--- config.mk ---
export PLATFORM = sky130hd
export DESIGN_NAME = cqs_port
export DESIGN_NICKNAME = d
export VERILOG_FILES = /design/src/design/cqs_queue.sv /design/src/design/cqs_port.sv
export SDC_FILE = /design/constraint.sdc
export NUM_CORES = 1
export LEC_CHECK = 0
export ABC_AREA = 1
export BUFFER_PORTS_ARGS = -buffer_cell sky130_fd_sc_hd__clkbuf_2
export CAP_MARGIN = 20
export CELL_PAD_IN_SITES_DETAIL_PLACEMENT = 1
export CELL_PAD_IN_SITES_GLOBAL_PLACEMENT = 1
export CORE_MARGIN = 8
export CORE_UTILIZATION = 46
export DETAILED_ROUTE_END_ITERATION = 8
export PLACE_DENSITY_LB_ADDON = 0.25
export SETUP_SLACK_MARGIN = 0.05
export SLEW_MARGIN = 20
export SYNTH_ARGS = -nofsm -noshare
export SYNTH_HDL_FRONTEND = slang
export SYNTH_SLANG_ARGS = --single-unit
--- constraint.sdc ---
create_clock -name clk_sys -period 3.3 [get_ports clk_sys]
set_clock_uncertainty 0.1 [all_clocks]
set_input_delay 0.99 -clock clk_sys [delete_from_list [all_inputs] [get_ports clk_sys]]
set_output_delay 0.99 -clock clk_sys [all_outputs]
set_load 0.01 [all_outputs]
--- src/design/cqs_queue.sv ---
// package of shared constants and the shadow instruction queue module
package cqs_pkg;
  localparam int          QDEPTH       = 6;
  localparam int          QIDX_W       = 3;
  localparam int          BYTE_W       = 8;
  localparam logic [1:0]  QS_NOP       = 2'h0;
  localparam logic [1:0]  QS_FIRST     = 2'h1;
  localparam logic [1:0]  QS_FLUSH     = 2'h2;
  localparam logic [1:0]  QS_NEXT      = 2'h3;
  localparam logic [7:0]  BYTE_RST     = 8'h00;
  localparam logic [2:0]  CNT_RST      = 3'h0;
  localparam int          RST_SYNC_LEN = 2;
  typedef enum logic [1:0] {
    CQS_BUS_IDLE = 2'b00,
    CQS_BUS_WAIT = 2'b01,
    CQS_BUS_DONE = 2'b10
  } cqs_bus_t;
endpackage

`timescale 1ns/1ps
module cqs_queue (
  input  wire logic       clk_sys,
  input  wire logic       rst_n,
  input  wire logic       clr,
  input  wire logic       push,
  input  wire logic [7:0] push_byte,
  input  wire logic       pop,
  input  wire logic       flush,
  output logic      [7:0] head_byte,
  output logic      [2:0] count
);
  logic [7:0] mem_q [cqs_pkg::QDEPTH];
  logic [2:0] cnt_q;
  logic [2:0] cnt_d;
  logic       do_pop;
  logic       do_push;
  logic [2:0] base;

  ////////////////////////////////////////////////////////////////////////
  // flush drops everything, a byte fetched in the same cycle still enters
  assign do_pop  = pop && !flush && (cnt_q != cqs_pkg::CNT_RST);
  assign base    = flush ? cqs_pkg::CNT_RST : (do_pop ? cnt_q - 3'h1 : cnt_q);
  // a full queue takes a byte only when popped or flushed in the same cycle; a fetch past its depth is dropped
  assign do_push = push && (base != 3'(cqs_pkg::QDEPTH));
  assign cnt_d   = do_push ? base + 3'h1 : base;
  assign head_byte = mem_q[0];
  assign count     = cnt_q;

  always_ff @(posedge clk_sys or negedge rst_n) begin
    if (!rst_n) begin
      cnt_q <= cqs_pkg::CNT_RST;
    end else if (clr) begin
      cnt_q <= cqs_pkg::CNT_RST;
    end else begin
      cnt_q <= cnt_d;
    end
  end

  // shift toward the head on pop, write the new byte at the tail
  for (genvar i = 0; i < cqs_pkg::QDEPTH; i++) begin : g_slot
    logic [7:0] nxt;
    if (i == cqs_pkg::QDEPTH - 1) begin : g_last
      assign nxt = mem_q[i];
    end else begin : g_mid
      assign nxt = do_pop ? mem_q[i+1] : mem_q[i];
    end
    always_ff @(posedge clk_sys or negedge rst_n) begin
      if (!rst_n) begin
        mem_q[i] <= cqs_pkg::BYTE_RST;
      end else if (do_push && (base == 3'(i))) begin
        mem_q[i] <= push_byte;
      end else begin
        mem_q[i] <= nxt;
      end
    end
  end
endmodule

--- src/design/cqs_port.sv ---
// top of the coprocessor host status port
`timescale 1ns/1ps
module cqs_port (
  input  wire logic       clk_sys,
  input  wire logic       rst_b,
  input  wire logic       host_reset,
  input  wire logic       queue_status_hi,
  input  wire logic       queue_status_lo,
  input  wire logic       host_fetch,
  input  wire logic [7:0] host_data,
  input  wire logic       ready,
  input  wire logic       exec_start,
  input  wire logic       exec_done,
  input  wire logic       exc_raise,
  input  wire logic       exc_clear,
  input  wire logic       int_enable,
  input  wire logic       bus_req,
  output logic            busy,
  output logic            intr,
  output logic            bus_waiting,
  output logic            bus_done,
  output logic            opcode_valid,
  output logic            opcode_first,
  output logic      [7:0] opcode_byte,
  output logic      [2:0] queue_count
);
  logic [1:0]        rst_sync_q;
  logic              rst_n;
  logic [1:0]        hrst_q;
  logic [1:0]        qs_hi_q;
  logic [1:0]        qs_lo_q;
  logic [1:0]        fetch_q;
  logic [7:0]        data_m_q;
  logic [7:0]        data_s_q;
  logic [1:0]        rdy_q;
  logic              clr;
  logic [1:0]        qs;
  logic              qs_pop;
  logic              qs_flush;
  logic              qs_first;
  logic              pop_ok;
  logic [7:0]        head;
  logic              exec_q;
  logic              exec_d;
  logic              exc_q;
  logic              exc_d;
  logic              busy_q;
  logic              intr_q;
  logic              opv_q;
  logic              opf_q;
  logic [7:0]        opb_q;
  cqs_pkg::cqs_bus_t bus_q;
  cqs_pkg::cqs_bus_t bus_d;
  logic [1:0]        fresh_q;
  logic              rdy_ok;

  ////////////////////////////////////////////////////////////////////////
  // local reset release and pin synchronizers
  always_ff @(posedge clk_sys or negedge rst_b) begin
    if (!rst_b) begin
      rst_sync_q <= 2'h0;
    end else begin
      rst_sync_q <= {rst_sync_q[0], 1'b1};
    end
  end
  assign rst_n = rst_sync_q[1];

  // host and ready pins pass two flops; data bits are sampled alongside the strobe
  always_ff @(posedge clk_sys or negedge rst_n) begin
    if (!rst_n) begin
      hrst_q   <= 2'h0;
      qs_hi_q  <= 2'h0;
      qs_lo_q  <= 2'h0;
      fetch_q  <= 2'h0;
      rdy_q    <= 2'h0;
      data_m_q <= cqs_pkg::BYTE_RST;
      data_s_q <= cqs_pkg::BYTE_RST;
    end else begin
      hrst_q   <= {hrst_q[0], host_reset};
      qs_hi_q  <= {qs_hi_q[0], queue_status_hi};
      qs_lo_q  <= {qs_lo_q[0], queue_status_lo};
      fetch_q  <= {fetch_q[0], host_fetch};
      rdy_q    <= {rdy_q[0], ready};
      data_m_q <= host_data;
      data_s_q <= data_m_q;
    end
  end

  // synced host reset clears count, opcode, busy, interrupt and bus state at once (queue bytes kept), no matter how long held
  assign clr = hrst_q[1];

  ////////////////////////////////////////////////////////////////////////
  // queue status decode
  // every status code is compared the same way, so the decode lives in one place
  function automatic logic qs_code_is(input logic [1:0] code, input logic [1:0] want);
    qs_code_is = (code == want);
  endfunction

  assign qs       = {qs_hi_q[1], qs_lo_q[1]};
  assign qs_first = qs_code_is(qs, cqs_pkg::QS_FIRST);
  assign qs_pop   = qs_first || qs_code_is(qs, cqs_pkg::QS_NEXT);
  assign qs_flush = qs_code_is(qs, cqs_pkg::QS_FLUSH);
  // a pop on an empty queue is refused: no strobe, and the last byte stays shown
  assign pop_ok   = qs_pop && (queue_count != cqs_pkg::CNT_RST);

  cqs_queue u_queue (
    .clk_sys   (clk_sys),
    .rst_n     (rst_n),
    .clr       (clr),
    .push      (fetch_q[1]),
    .push_byte (data_s_q),
    .pop       (qs_pop),
    .flush     (qs_flush),
    .head_byte (head),
    .count     (queue_count)
  );

  // removed byte is presented for one cycle, tagged first or subsequent
  always_ff @(posedge clk_sys or negedge rst_n) begin
    if (!rst_n) begin
      opv_q <= 1'b0;
      opf_q <= 1'b0;
      opb_q <= cqs_pkg::BYTE_RST;
    end else if (clr) begin
      opv_q <= 1'b0;
      opf_q <= 1'b0;
      opb_q <= cqs_pkg::BYTE_RST;
    end else begin
      opv_q <= pop_ok;
      opf_q <= qs_first;
      opb_q <= pop_ok ? head : opb_q;
    end
  end

  ////////////////////////////////////////////////////////////////////////
  // busy and exception tracking; a set wins over a clear in the same cycle
  assign exec_d = exec_start || (exec_q && !exec_done);
  assign exc_d  = (exc_raise && (exec_q || exec_start)) || (exc_q && !exc_clear);

  always_ff @(posedge clk_sys or negedge rst_n) begin
    if (!rst_n) begin
      exec_q <= 1'b0;
      exc_q  <= 1'b0;
      busy_q <= 1'b0;
      intr_q <= 1'b0;
    end else if (clr) begin
      exec_q <= 1'b0;
      exc_q  <= 1'b0;
      busy_q <= 1'b0;
      intr_q <= 1'b0;
    end else begin
      exec_q <= exec_d;
      exc_q  <= exc_d;
      busy_q <= exec_d || exc_d;
      intr_q <= exc_d && int_enable;
    end
  end

  ////////////////////////////////////////////////////////////////////////
  // own bus cycle: wait states until synced ready is seen high
  always_comb begin
    bus_d = bus_q;
    case (bus_q)
      cqs_pkg::CQS_BUS_IDLE: begin
        if (bus_req) begin
          bus_d = cqs_pkg::CQS_BUS_WAIT;
        end
      end
      cqs_pkg::CQS_BUS_WAIT: begin
        if (rdy_ok) begin
          bus_d = cqs_pkg::CQS_BUS_DONE;
        end
      end
      cqs_pkg::CQS_BUS_DONE: begin
        bus_d = cqs_pkg::CQS_BUS_IDLE;
      end
      default: begin
        bus_d = cqs_pkg::CQS_BUS_IDLE;
      end
    endcase
  end

  always_ff @(posedge clk_sys or negedge rst_n) begin
    if (!rst_n) begin
      bus_q <= cqs_pkg::CQS_BUS_IDLE;
    end else if (clr) begin
      bus_q <= cqs_pkg::CQS_BUS_IDLE;
    end else begin
      bus_q <= bus_d;
    end
  end

  // a synced ready sample taken before this wait state began is ignored; a memory
  // still holding ready from the last transfer would otherwise end the next one early
  always_ff @(posedge clk_sys or negedge rst_n) begin
    if (!rst_n) begin
      fresh_q <= 2'h0;
    end else if (clr || (bus_q != cqs_pkg::CQS_BUS_WAIT)) begin
      fresh_q <= 2'h0;
    end else begin
      fresh_q <= {fresh_q[0], 1'b1};
    end
  end
  assign rdy_ok = rdy_q[1] && fresh_q[1];

  assign bus_waiting  = (bus_q == cqs_pkg::CQS_BUS_WAIT);
  assign bus_done     = (bus_q == cqs_pkg::CQS_BUS_DONE);
  assign busy         = busy_q;
  assign intr         = intr_q;
  assign opcode_valid = opv_q;
  assign opcode_first = opf_q;
  assign opcode_byte  = opb_q;
endmodule

======== Word-level counts from Yosys, hierarchy flattened ========
Cells that the tools add are included.
operators by class
  equal/unequal tests ..................... 14
  $add $sub $neg .......................... 2
  muxes and demuxes ....................... 27
  reductions and logical operators ........ 34
operators by type and width
  cell                                                   count
  2-to-1 mux 8 bit                                       12
  logical AND 1 bit                                      15
  2-to-1 mux 3 bit                                       4
  nonzero test 2 bit                                     6
  2-to-1 mux 2 bit                                       4
  equality test 2 bit, second input constant             3
  equality test 3 x 2 -> 1 bit, second input constant    2
  equality test 3 bit, second input constant             2
  logical OR 1 bit                                       6
  2-to-1 mux 1 bit                                       6
  inequality test 3 bit, second input constant           2
  equality test 2 x 1 -> 1 bit, second input constant    2
  case mux 2 bit (2 select lines)                        1
  adder 3 x 1 -> 3 bit, second input constant            1
  equality test 3 x 1 -> 1 bit, second input constant    1
  zero test 1 bit                                        3
  zero test 3 bit                                        1
  inequality test 3 x 1 -> 1 bit, second input constant  1
  nonzero test 3 bit                                     1
  subtractor 3 x 1 -> 3 bit, second input constant       1
  zero test 2 bit                                        1
  inequality test 2 x 1 -> 1 bit, second input constant  1
  AND reduction 2 bit                                    1
word-level totals
  register bits ........................... 97
  logic and storage cells ................. 101

======== Depth between registers and ports, before layout ========
Gate-level depths: netlist of the first run.
  word-level depth ........................ 10
  gate-level depth with buffers ........... 15
  depth with buffers taken out ............ 13

======== By module ========
A second synthesis of the first run with hierarchy kept.
unflattened totals
  cells, all modules ...................... 439
  area total of the unflattened synthesis .. 4225.3 um^2
modules (own cells, without submodules)
  module     sequential area each (um^2)  area an instance (um^2)  instances  cells an instance
  cqs_queue  1276.2                       2751.4                   1          330
  cqs_port   1151.1                       1473.9                   1          109

======== Worst setup path before layout of the first run ========
Ideal clock, no wire load.
  path type ............................... flip-flop to flip-flop
  start point ............................. reg u_queue.cnt_q[0], in the netlist u_queue.count[0]
  end point ............................... reg u_queue.mem_q[22] (netlist name)
  cell stages (with the launch flop) ...... 16
  setup slack ............................. 649 ps
  data required time ...................... 3083 ps
  arrival time ............................ 2434 ps
  setup time .............................. 117 ps
  path through ............................ dfrtp_1 > inv_1 > ha_1 > a21oi_4 > buf_6 > nor3_1 > a21oi_1 > inv_1 > ha_1 > ha_1 > buf_1 > nand3_4 > buf_6 > nand2_1 > nand2_1 > nand2_1
on the way
  cells in the longest elaborated chain, start to end .. 8
  elaborated cells on any way between the ends .. 11
RTL lines
  item                                                                               RTL line         source
  start: declaration                                                                 cqs_queue.sv:33  logic [2:0] cnt_q;
  start signal: assignment                                                           cqs_queue.sv:51  cnt_q <= cqs_pkg::CNT_RST;
  start signal: assignment                                                           cqs_queue.sv:53  cnt_q <= cqs_pkg::CNT_RST;
  start signal: assignment                                                           cqs_queue.sv:55  cnt_q <= cnt_d;
  parallel branches: the longest is 8 deep, another holds subtractor 3 x 1 -> 3 bit  --
  end signal: indexed assignment                                                     cqs_queue.sv:69  mem_q[i] <= cqs_pkg::BYTE_RST;
  end signal: indexed assignment                                                     cqs_queue.sv:71  mem_q[i] <= push_byte;
  end signal: indexed assignment                                                     cqs_queue.sv:73  mem_q[i] <= nxt;
  end: declaration                                                                   cqs_queue.sv:32  logic [7:0] mem_q [cqs_pkg::QDEPTH];
Several ways; the timed one is not identified.
A chain may end at the register's enable or synchronous reset.

======== Worst setup path after layout of the first run ========
  start point ............................. reg u_queue.cnt_q[0], in the netlist u_queue.count[0]
  end point ............................... reg u_queue.mem_q[16] (netlist name)
Same word-level chain as after synthesis.

==> results of run 1 <==
## state kept, by name, indices dropped and copies added, names as in the netlist, 3 cells and up
signal and flops:
u_queue.g_slot.nxt 8, opcode_byte 8, u_queue.count 3, u_queue.mem_q 32, data_m_q 8, data_s_q 8
u_queue.head_byte 8
## kinds of logic after synthesis
logic type | after synthesis | synth area share
flip-flops | 97 | 0.572
adder cells (fa/ha/maj) | 7 | 0.0206
buffers and inverters | 67 | 0.0755
AO/OA/AOI/OAI | 44 | 0.0799
other | 1 | 0.000884
AND/OR/NAND/NOR | 212 | 0.251
## layer usage
layer	vias up	wire length, um	GRT usage
li1	1469	-	-
met1	1517	4020	0.184
met2	40	4120	0.241
met3	8	317	0.0354
met4	0	99	0.0486
met5	-	0	0
## worst paths after layout
path,startpoint,end,slack (ps),cells after the start
worst max-delay path,u_queue.count[0],u_queue.mem_q[16],580,12
worst min-delay path,data_m_q[0],data_s_q[0],250,0
worst max register to register,u_queue.count[0],u_queue.mem_q[16],580,12
worst min register to register,data_m_q[0],data_s_q[0],250,0
max in group asynchronous,rst_sync_q[1],data_s_q[1],2020,1
min in group asynchronous,rst_b,rst_sync_q[1],300,1
## where the power goes
group	switching, mW	total [mW]	internal (mW)
Clock	0.421	0.851	0.430
Combinational	0.509	0.846	0.338
Sequential	0.190	1.71	1.52
## cell usage in the layout, fill, tap and decap left out
cell type and n:
a21oi_1 7, a21oi_4 2, nand2_1 84, inv_1 41, dfrtp_4 1, nor3_2 1, nor3_1 3, o211ai_1 24
nor3_4 1, nor2_1 22, clkinv_4 2, ha_1 7, buf_4 4, nor2_4 1, nand2_4 4, nand3_4 2
conb_1 1, bufinv_16 2, clkbuf_8 9, nand4_1 8, inv_2 3, clkinvlp_4 2, a22oi_1 1, o21ai_2 9
o21ai_0 1, nand2_2 2, dfrtp_1 96, nand4_4 3, nand3_1 80, clkbuf_1 1, nor3b_1 1, clkbuf_2 37
## final cells by class
type / count / area [sq um] / share of cell area
Sequential cell: 97 / 2430 / 0.521
Clock buffer: 10 / 128 / 0.0274
Clock inverter: 6 / 92.6 / 0.0198
Multi-Input combinational cell: 264 / 1500 / 0.320
Tap cell: 111 / 139 / 0.0298
Inverter: 44 / 165 / 0.0354
Timing Repair Buffer: 41 / 215 / 0.0461
## through the flow
stage	utilization	power [mW]	instance area (sq um)	setup WS (ps)	std cells
3_5_place_dp	0.488	2.60	4450	542	557
2_1_floorplan	-	2.40	4240	298	428
5_1_grt	0.512	3.65	4670	291	573
3_3_place_gp	0.488	2.54	4450	787	557
6_report	0.512	3.40	4670	582	573
4_1_cts	0.512	3.45	4670	525	573
==> impl_metrics.env, run 1 <==
export IMPL_outcome="finished, final reports clean"
export IMPL_dp_hpwl_um=5990
export IMPL_rows=35
export IMPL_cts_hold_buf=0
export IMPL_drv_slew=0
export IMPL_syn_nets=456
export IMPL_wl_per_cell_um=14.9
export IMPL_nets=485
export IMPL_gp_congestion=0.748
export IMPL_synth_distinct_cells=29
export IMPL_worstPathArrival_ps=2880
export IMPL_syn_area_sq_um=4240
export IMPL_die_w_um=112
export IMPL_cp_top_family="adder cells"
export IMPL_crit_chain="inv_1 -> ha_1 -> a21oi_4 -> nor3_1 -> a21oi_1 -> inv_1 -> ha_1 -> ha_1 -> nand3_4 -> nand2_1 -> nand2_1 -> nand2_1"
export IMPL_relSlewSlack=0.467
export IMPL_n_fill_cell=1052
export IMPL_die_area_sq_um=12600
export IMPL_post_cts_buffers=0
export IMPL_drc=0
export IMPL_drtAntennaViolNets=0
export IMPL_cts_resized=0
export IMPL_start_kind="flip-flop"
export IMPL_grt_pass1_vias=3172
export IMPL_synthTopCellsByCount="97 x dfrtp_1, 84 x nand2_1, 80 x nand3_1"
export IMPL_io_pin_count=38
export IMPL_antenna_found_initial=0
export IMPL_cts_root_buf="clkbuf_8"
export IMPL_slowest_delay_ps=370
export IMPL_drt_pass1_iter_count=4
export IMPL_syn_inst=428
export IMPL_area_growth_pct=9.97
export IMPL_rsz0062_at_grt="false"
export IMPL_numCtsBuffers=9
export IMPL_setup_viol=0
export IMPL_first_iter_violations=106
export IMPL_peakVddDrop_v=0.000294
export IMPL_crit_type="reg -> reg"
export IMPL_hp_class="reg -> reg"
export IMPL_vias_per_cell=5.29
export IMPL_period_share=0.824
export IMPL_core_area_sq_um=9110
export IMPL_p_per_area_nw_per_um2=730
export IMPL_fin_setup_tns_ps=0
export IMPL_worst_pin_slew_ps=799
export IMPL_syn_area_per_cell_sq_um=9.91
export IMPL_synth_edf_count=0
export IMPL_crit_buf_inv=2
export IMPL_globalRouteOverflowTotal=0
export IMPL_fmax_ghz=0.368
export IMPL_cts_tree="yes"
export IMPL_final_min_clock_period_ps=2720
export IMPL_cts_path_max_buffers=2
export IMPL_yosys_most_used_dff="dfrtp_1"
export IMPL_synth_warnings=0
export IMPL_synth_seq_cells=97
export IMPL_path_clk_slew_ps=90
export IMPL_worstSkewPairLatency_ps=360
export IMPL_drive_gt1_frac=0.184
export IMPL_grt_max_degree=62
export IMPL_cts_sinks=97
export IMPL_crit_slowest_cell="a21oi_1"
export IMPL_leakage_nw=2.31
export IMPL_start_util=0.466
export IMPL_hold_slack_ps=248
export IMPL_ys_seq_area_frac=0.572
export IMPL_die_height_um=112
export IMPL_cts_htree_levels=3
export IMPL_track_usage=0.146
export IMPL_io_buffers=37
export IMPL_hold_violations=0
export IMPL_end_kind="flip-flop"
export IMPL_grt_pass1_wl_um=15000
export IMPL_maxCapViolations=0
export IMPL_diodes=0
export IMPL_routed_wl_um=8560
export IMPL_crit_fanout=16
export IMPL_required_ps=3460
export IMPL_vias=3034
export IMPL_synth_area_leaders="dfrtp_1 57%, nand3_1 9.4%, nand2_1 7.4%, o211ai_1 4.2%, inv_1 3.6%"
export IMPL_synth_most_common_cell="dfrtp_1"
export IMPL_synthArstFlopShare=1.00
export IMPL_synth_top_area_share=0.572
export IMPL_synth_area_leader_cell="dfrtp_1"
No activity file was read; power rests on OpenSTA's default activity.
==> inputs of run 2 (changes only) <==
--- a/config.mk
+++ b/config.mk
@@ -5,13 +5,13 @@
 export SDC_FILE = /design/constraint.sdc
 export NUM_CORES = 1
 export LEC_CHECK = 0
-export ABC_AREA = 1
+export ABC_AREA = 0
 export BUFFER_PORTS_ARGS = -buffer_cell sky130_fd_sc_hd__clkbuf_2
 export CAP_MARGIN = 20
 export CELL_PAD_IN_SITES_DETAIL_PLACEMENT = 1
 export CELL_PAD_IN_SITES_GLOBAL_PLACEMENT = 1
 export CORE_MARGIN = 8
-export CORE_UTILIZATION = 46
+export CORE_UTILIZATION = 43
 export DETAILED_ROUTE_END_ITERATION = 8
 export PLACE_DENSITY_LB_ADDON = 0.25
 export SETUP_SLACK_MARGIN = 0.05
==> constraint.sdc (replaced) <==
create_clock -name clk_sys -period 2.5 [get_ports clk_sys]
set_clock_uncertainty 0.1 [all_clocks]
set_input_delay 0.75 -clock clk_sys [delete_from_list [all_inputs] [get_ports clk_sys]]
set_output_delay 0.75 -clock clk_sys [all_outputs]
set_load 0.01 [all_outputs]
==> run 2 against run 1 <==
- register-to-register slack got worse by 670 ps
- design area rose by 6.0%
- the flow now finishes with violations (negative setup slack)
- critical path depth is 3 lower
==> impl_metrics.env, run 2 <==
export IMPL_layout_common_cells="96 x dfrtp_1, 37 x clkbuf_2, 34 x o21ai_1, 34 x nand2_1, 33 x mux2i_1"
export IMPL_final_min_clock_period_ps=2590
export IMPL_synth_area_leaders="dfrtp_1 60%, mux2i_1 8.2%, mux2_4 6.0%, o21ai_1 4.4%, nand2_1 3.5%"
export IMPL_area_growth_pct=22.9
export IMPL_fin_cells=492
export IMPL_io_buffers=37
export IMPL_drtAntennaViolNets=0
export IMPL_post_route_util=0.541
export IMPL_rsz0062_at_grt="true"
export IMPL_die_height_um=113
export IMPL_synth_most_common_cell="dfrtp_1"
export IMPL_r2r_setup_slack_ps=-90
export IMPL_synth_distinct_cells=38
export IMPL_cts_root_buf="clkbuf_8"
export IMPL_grt_pass1_vias=2789
export IMPL_syn_area_sq_um=4030
export IMPL_peakVddDrop_v=0.000347
export IMPL_setup_ws_ps=-85.9
export IMPL_start_kind="flip-flop"
export IMPL_track_usage=0.135
export IMPL_die_w_um=113
export IMPL_hold_slack_ps=42.4
export IMPL_io_pin_count=38
export IMPL_diodes=0
export IMPL_drc=0
export IMPL_crit_type="reg -> reg"
export IMPL_finalPower_mw=5.36
export IMPL_synth_edf_count=0
export IMPL_start_util=0.440
export IMPL_rows=35
export IMPL_syn_area_per_cell_sq_um=13.0
export IMPL_placed_area_sq_um=4560
export IMPL_setup_viol=26
export IMPL_core_area_sq_um=9150
export IMPL_path_clk_slew_ps=100
export IMPL_grt_max_degree=45
export IMPL_gp_congestion=0.782
export IMPL_ys_seq_area_frac=0.603
export IMPL_worst_pin_slew_ps=673
export IMPL_leakage_nw=2.43
export IMPL_r2r_end="u_queue.count[1]"
export IMPL_drive_gt1_frac=0.367
export IMPL_crit_slowest_cell="dfrtp_1"
export IMPL_synth_top_area_share=0.603
export IMPL_final_common_cell="dfrtp_1"
export IMPL_synth_warnings=0
export IMPL_syn_inst=309
export IMPL_syn_nets=337
export IMPL_first_iter_violations=99
export IMPL_fmax_ghz=0.387
export IMPL_violations="negative setup slack"
export IMPL_wl_per_cell_um=16.6
export IMPL_worstSkewPairLatency_ps=370
export IMPL_cts_sinks=97
export IMPL_endpoint="u_queue.count[1]"
export IMPL_numCtsBuffers=9
export IMPL_r2r_cells=9
export IMPL_worstReg2RegStart="u_queue.count[0]"
export IMPL_synth_seq_cells=97
export IMPL_synthTopCellsByCount="97 x dfrtp_1, 38 x nand2_1, 35 x o21ai_1"
export IMPL_hp_class="in -> async"
export IMPL_crit_path_start="u_queue.count[0]"
export IMPL_period_share=1.03
export IMPL_die_area_sq_um=12700
export IMPL_maxCapViolations=0
export IMPL_dp_hpwl_um=5600
export IMPL_required_ps=2640
export IMPL_synthArstFlopShare=1.00
export IMPL_globalRouteOverflowTotal=0
export IMPL_worstPathArrival_ps=2730
export IMPL_grt_pass1_wl_um=13800
export IMPL_cts_path_max_buffers=2
export IMPL_vias=2547
export IMPL_antenna_found_initial=0
export IMPL_nets=404
export IMPL_synth_area_leader_cell="dfrtp_1"
export IMPL_relSlewSlack=0.552
export IMPL_fin_setup_tns_ps=-1240
export IMPL_drv_slew=0
export IMPL_vias_per_cell=5.18
export IMPL_dp_cells=467
export IMPL_slowest_delay_ps=400
export IMPL_cts_tree="yes"
export IMPL_yosys_most_used_dff="dfrtp_1"
export IMPL_drt_pass1_iter_count=4
export IMPL_p_per_area_nw_per_um2=1080
export IMPL_largest_register="u_queue.mem_q"
export IMPL_routed_wl_um=8180
export IMPL_crit_chain="inv_2 -> ha_4 -> nand2b_4 -> a221o_1 -> ha_4 -> and4bb_2 -> a2111oi_4 -> mux2i_1 -> nor2_1"
export IMPL_cpMostUsedCell="ha_4"
export IMPL_fin_area_sq_um=4950
export IMPL_detailedPlace_worstSlack_ps=-127
export IMPL_cts_htree_levels=3
export IMPL_end_kind="flip-flop"
export IMPL_largest_register_ffs=32
export IMPL_hold_violations=0
export IMPL_crit_fanout=5
export IMPL_outcome="finished, violations left"
-- run 2: cell count changes after synthesis, moves of 8 or more --
cell	delta
nand3_1	-79
nand2_1	-46
o21ai_1	+35
inv_1	-34
mux2i_1	+33
o211ai_1	-24
mux2_4	+16
nor2_1	-15
o21ai_2	-9
a22o_1	+8
nand4_1	-8
-- run 2: routing by layer --
metal	GRT usage	up-vias	share of wire	routed length [um]
met1	0.177	1278	0.48	3940
li1	-	1216	-	-
met3	0.0447	12	0.041	332
met2	0.206	41	0.47	3820
met4	0.0432	0	0.012	95
met5	0	-	0	0
-- run 2: what timing repair did --
action / in CTS / in global routing
endpoints found under the setup margin: 26 / 48
pin swaps: 3 / 14
hold endpoints to repair: 0 / 0
hold buffers: 0 / 0
buffers inserted: 1 / 7
gates cloned: 0 / 1
resized for setup: 2 / 22
-- run 2: power by group --
part / total [mW] / internal, mW / switching (mW) / leakage (nW)
Sequential: 2.25 / 1.99 / 0.257 / 1.22
Combinational: 2.13 / 1.15 / 0.980 / 1.11
Clock: 0.978 / 0.389 / 0.588 / 0.0937
Total: 5.36 / 3.53 / 1.83 / 2.43
-- run 2: critical path, delay by kind of cell, from the launching register on --
family / cells / cell delay, ps
adder cells (fa/ha/maj): 2 / 390
flip-flops: 1 / 400
AO/OA/AOI/OAI: 2 / 790
AND/OR/NAND/NOR: 3 / 410
multiplexers: 1 / 250
buffers and inverters: 1 / 120
-- run 2: worst min-delay path by stage --
stage | endpoint | slack [ps] | cells past startpoint
after floorplan | rst_sync_q[1] | 230 | 0
after global placement | data_s_q[2] | 100 | 0
after detailed placement | u_queue.g_slot[5].nxt[2] | 100 | 0
after CTS | rst_sync_q[1] | 20 | 1
after global routing | rst_sync_q[1] | 2 | 1
final | rst_sync_q[1] | 40 | 1
-- run 2: cell type report --
cell class | count | area (sq um)
clock buffer | 10 | 128
sequential | 97 | 2430
inverter | 8 | 30.0
fill | 925 | 4210
multi-input combinational | 192 | 1660
tap | 111 | 139
clock inverter | 6 | 63.8
timing repair buffer | 68 | 493
-- run 2: cells by family after synthesis --
family                   count (synthesis)  share of synthesized area
adder cells (fa/ha/maj)                  7                     0.0218
AND/OR/NAND/NOR                         72                     0.0988
flip-flops                              97                      0.603
AO/OA/AOI/OAI                           55                     0.0861
buffers and inverters                   20                     0.0252
other                                    1                   0.000932
multiplexers                            57                      0.164
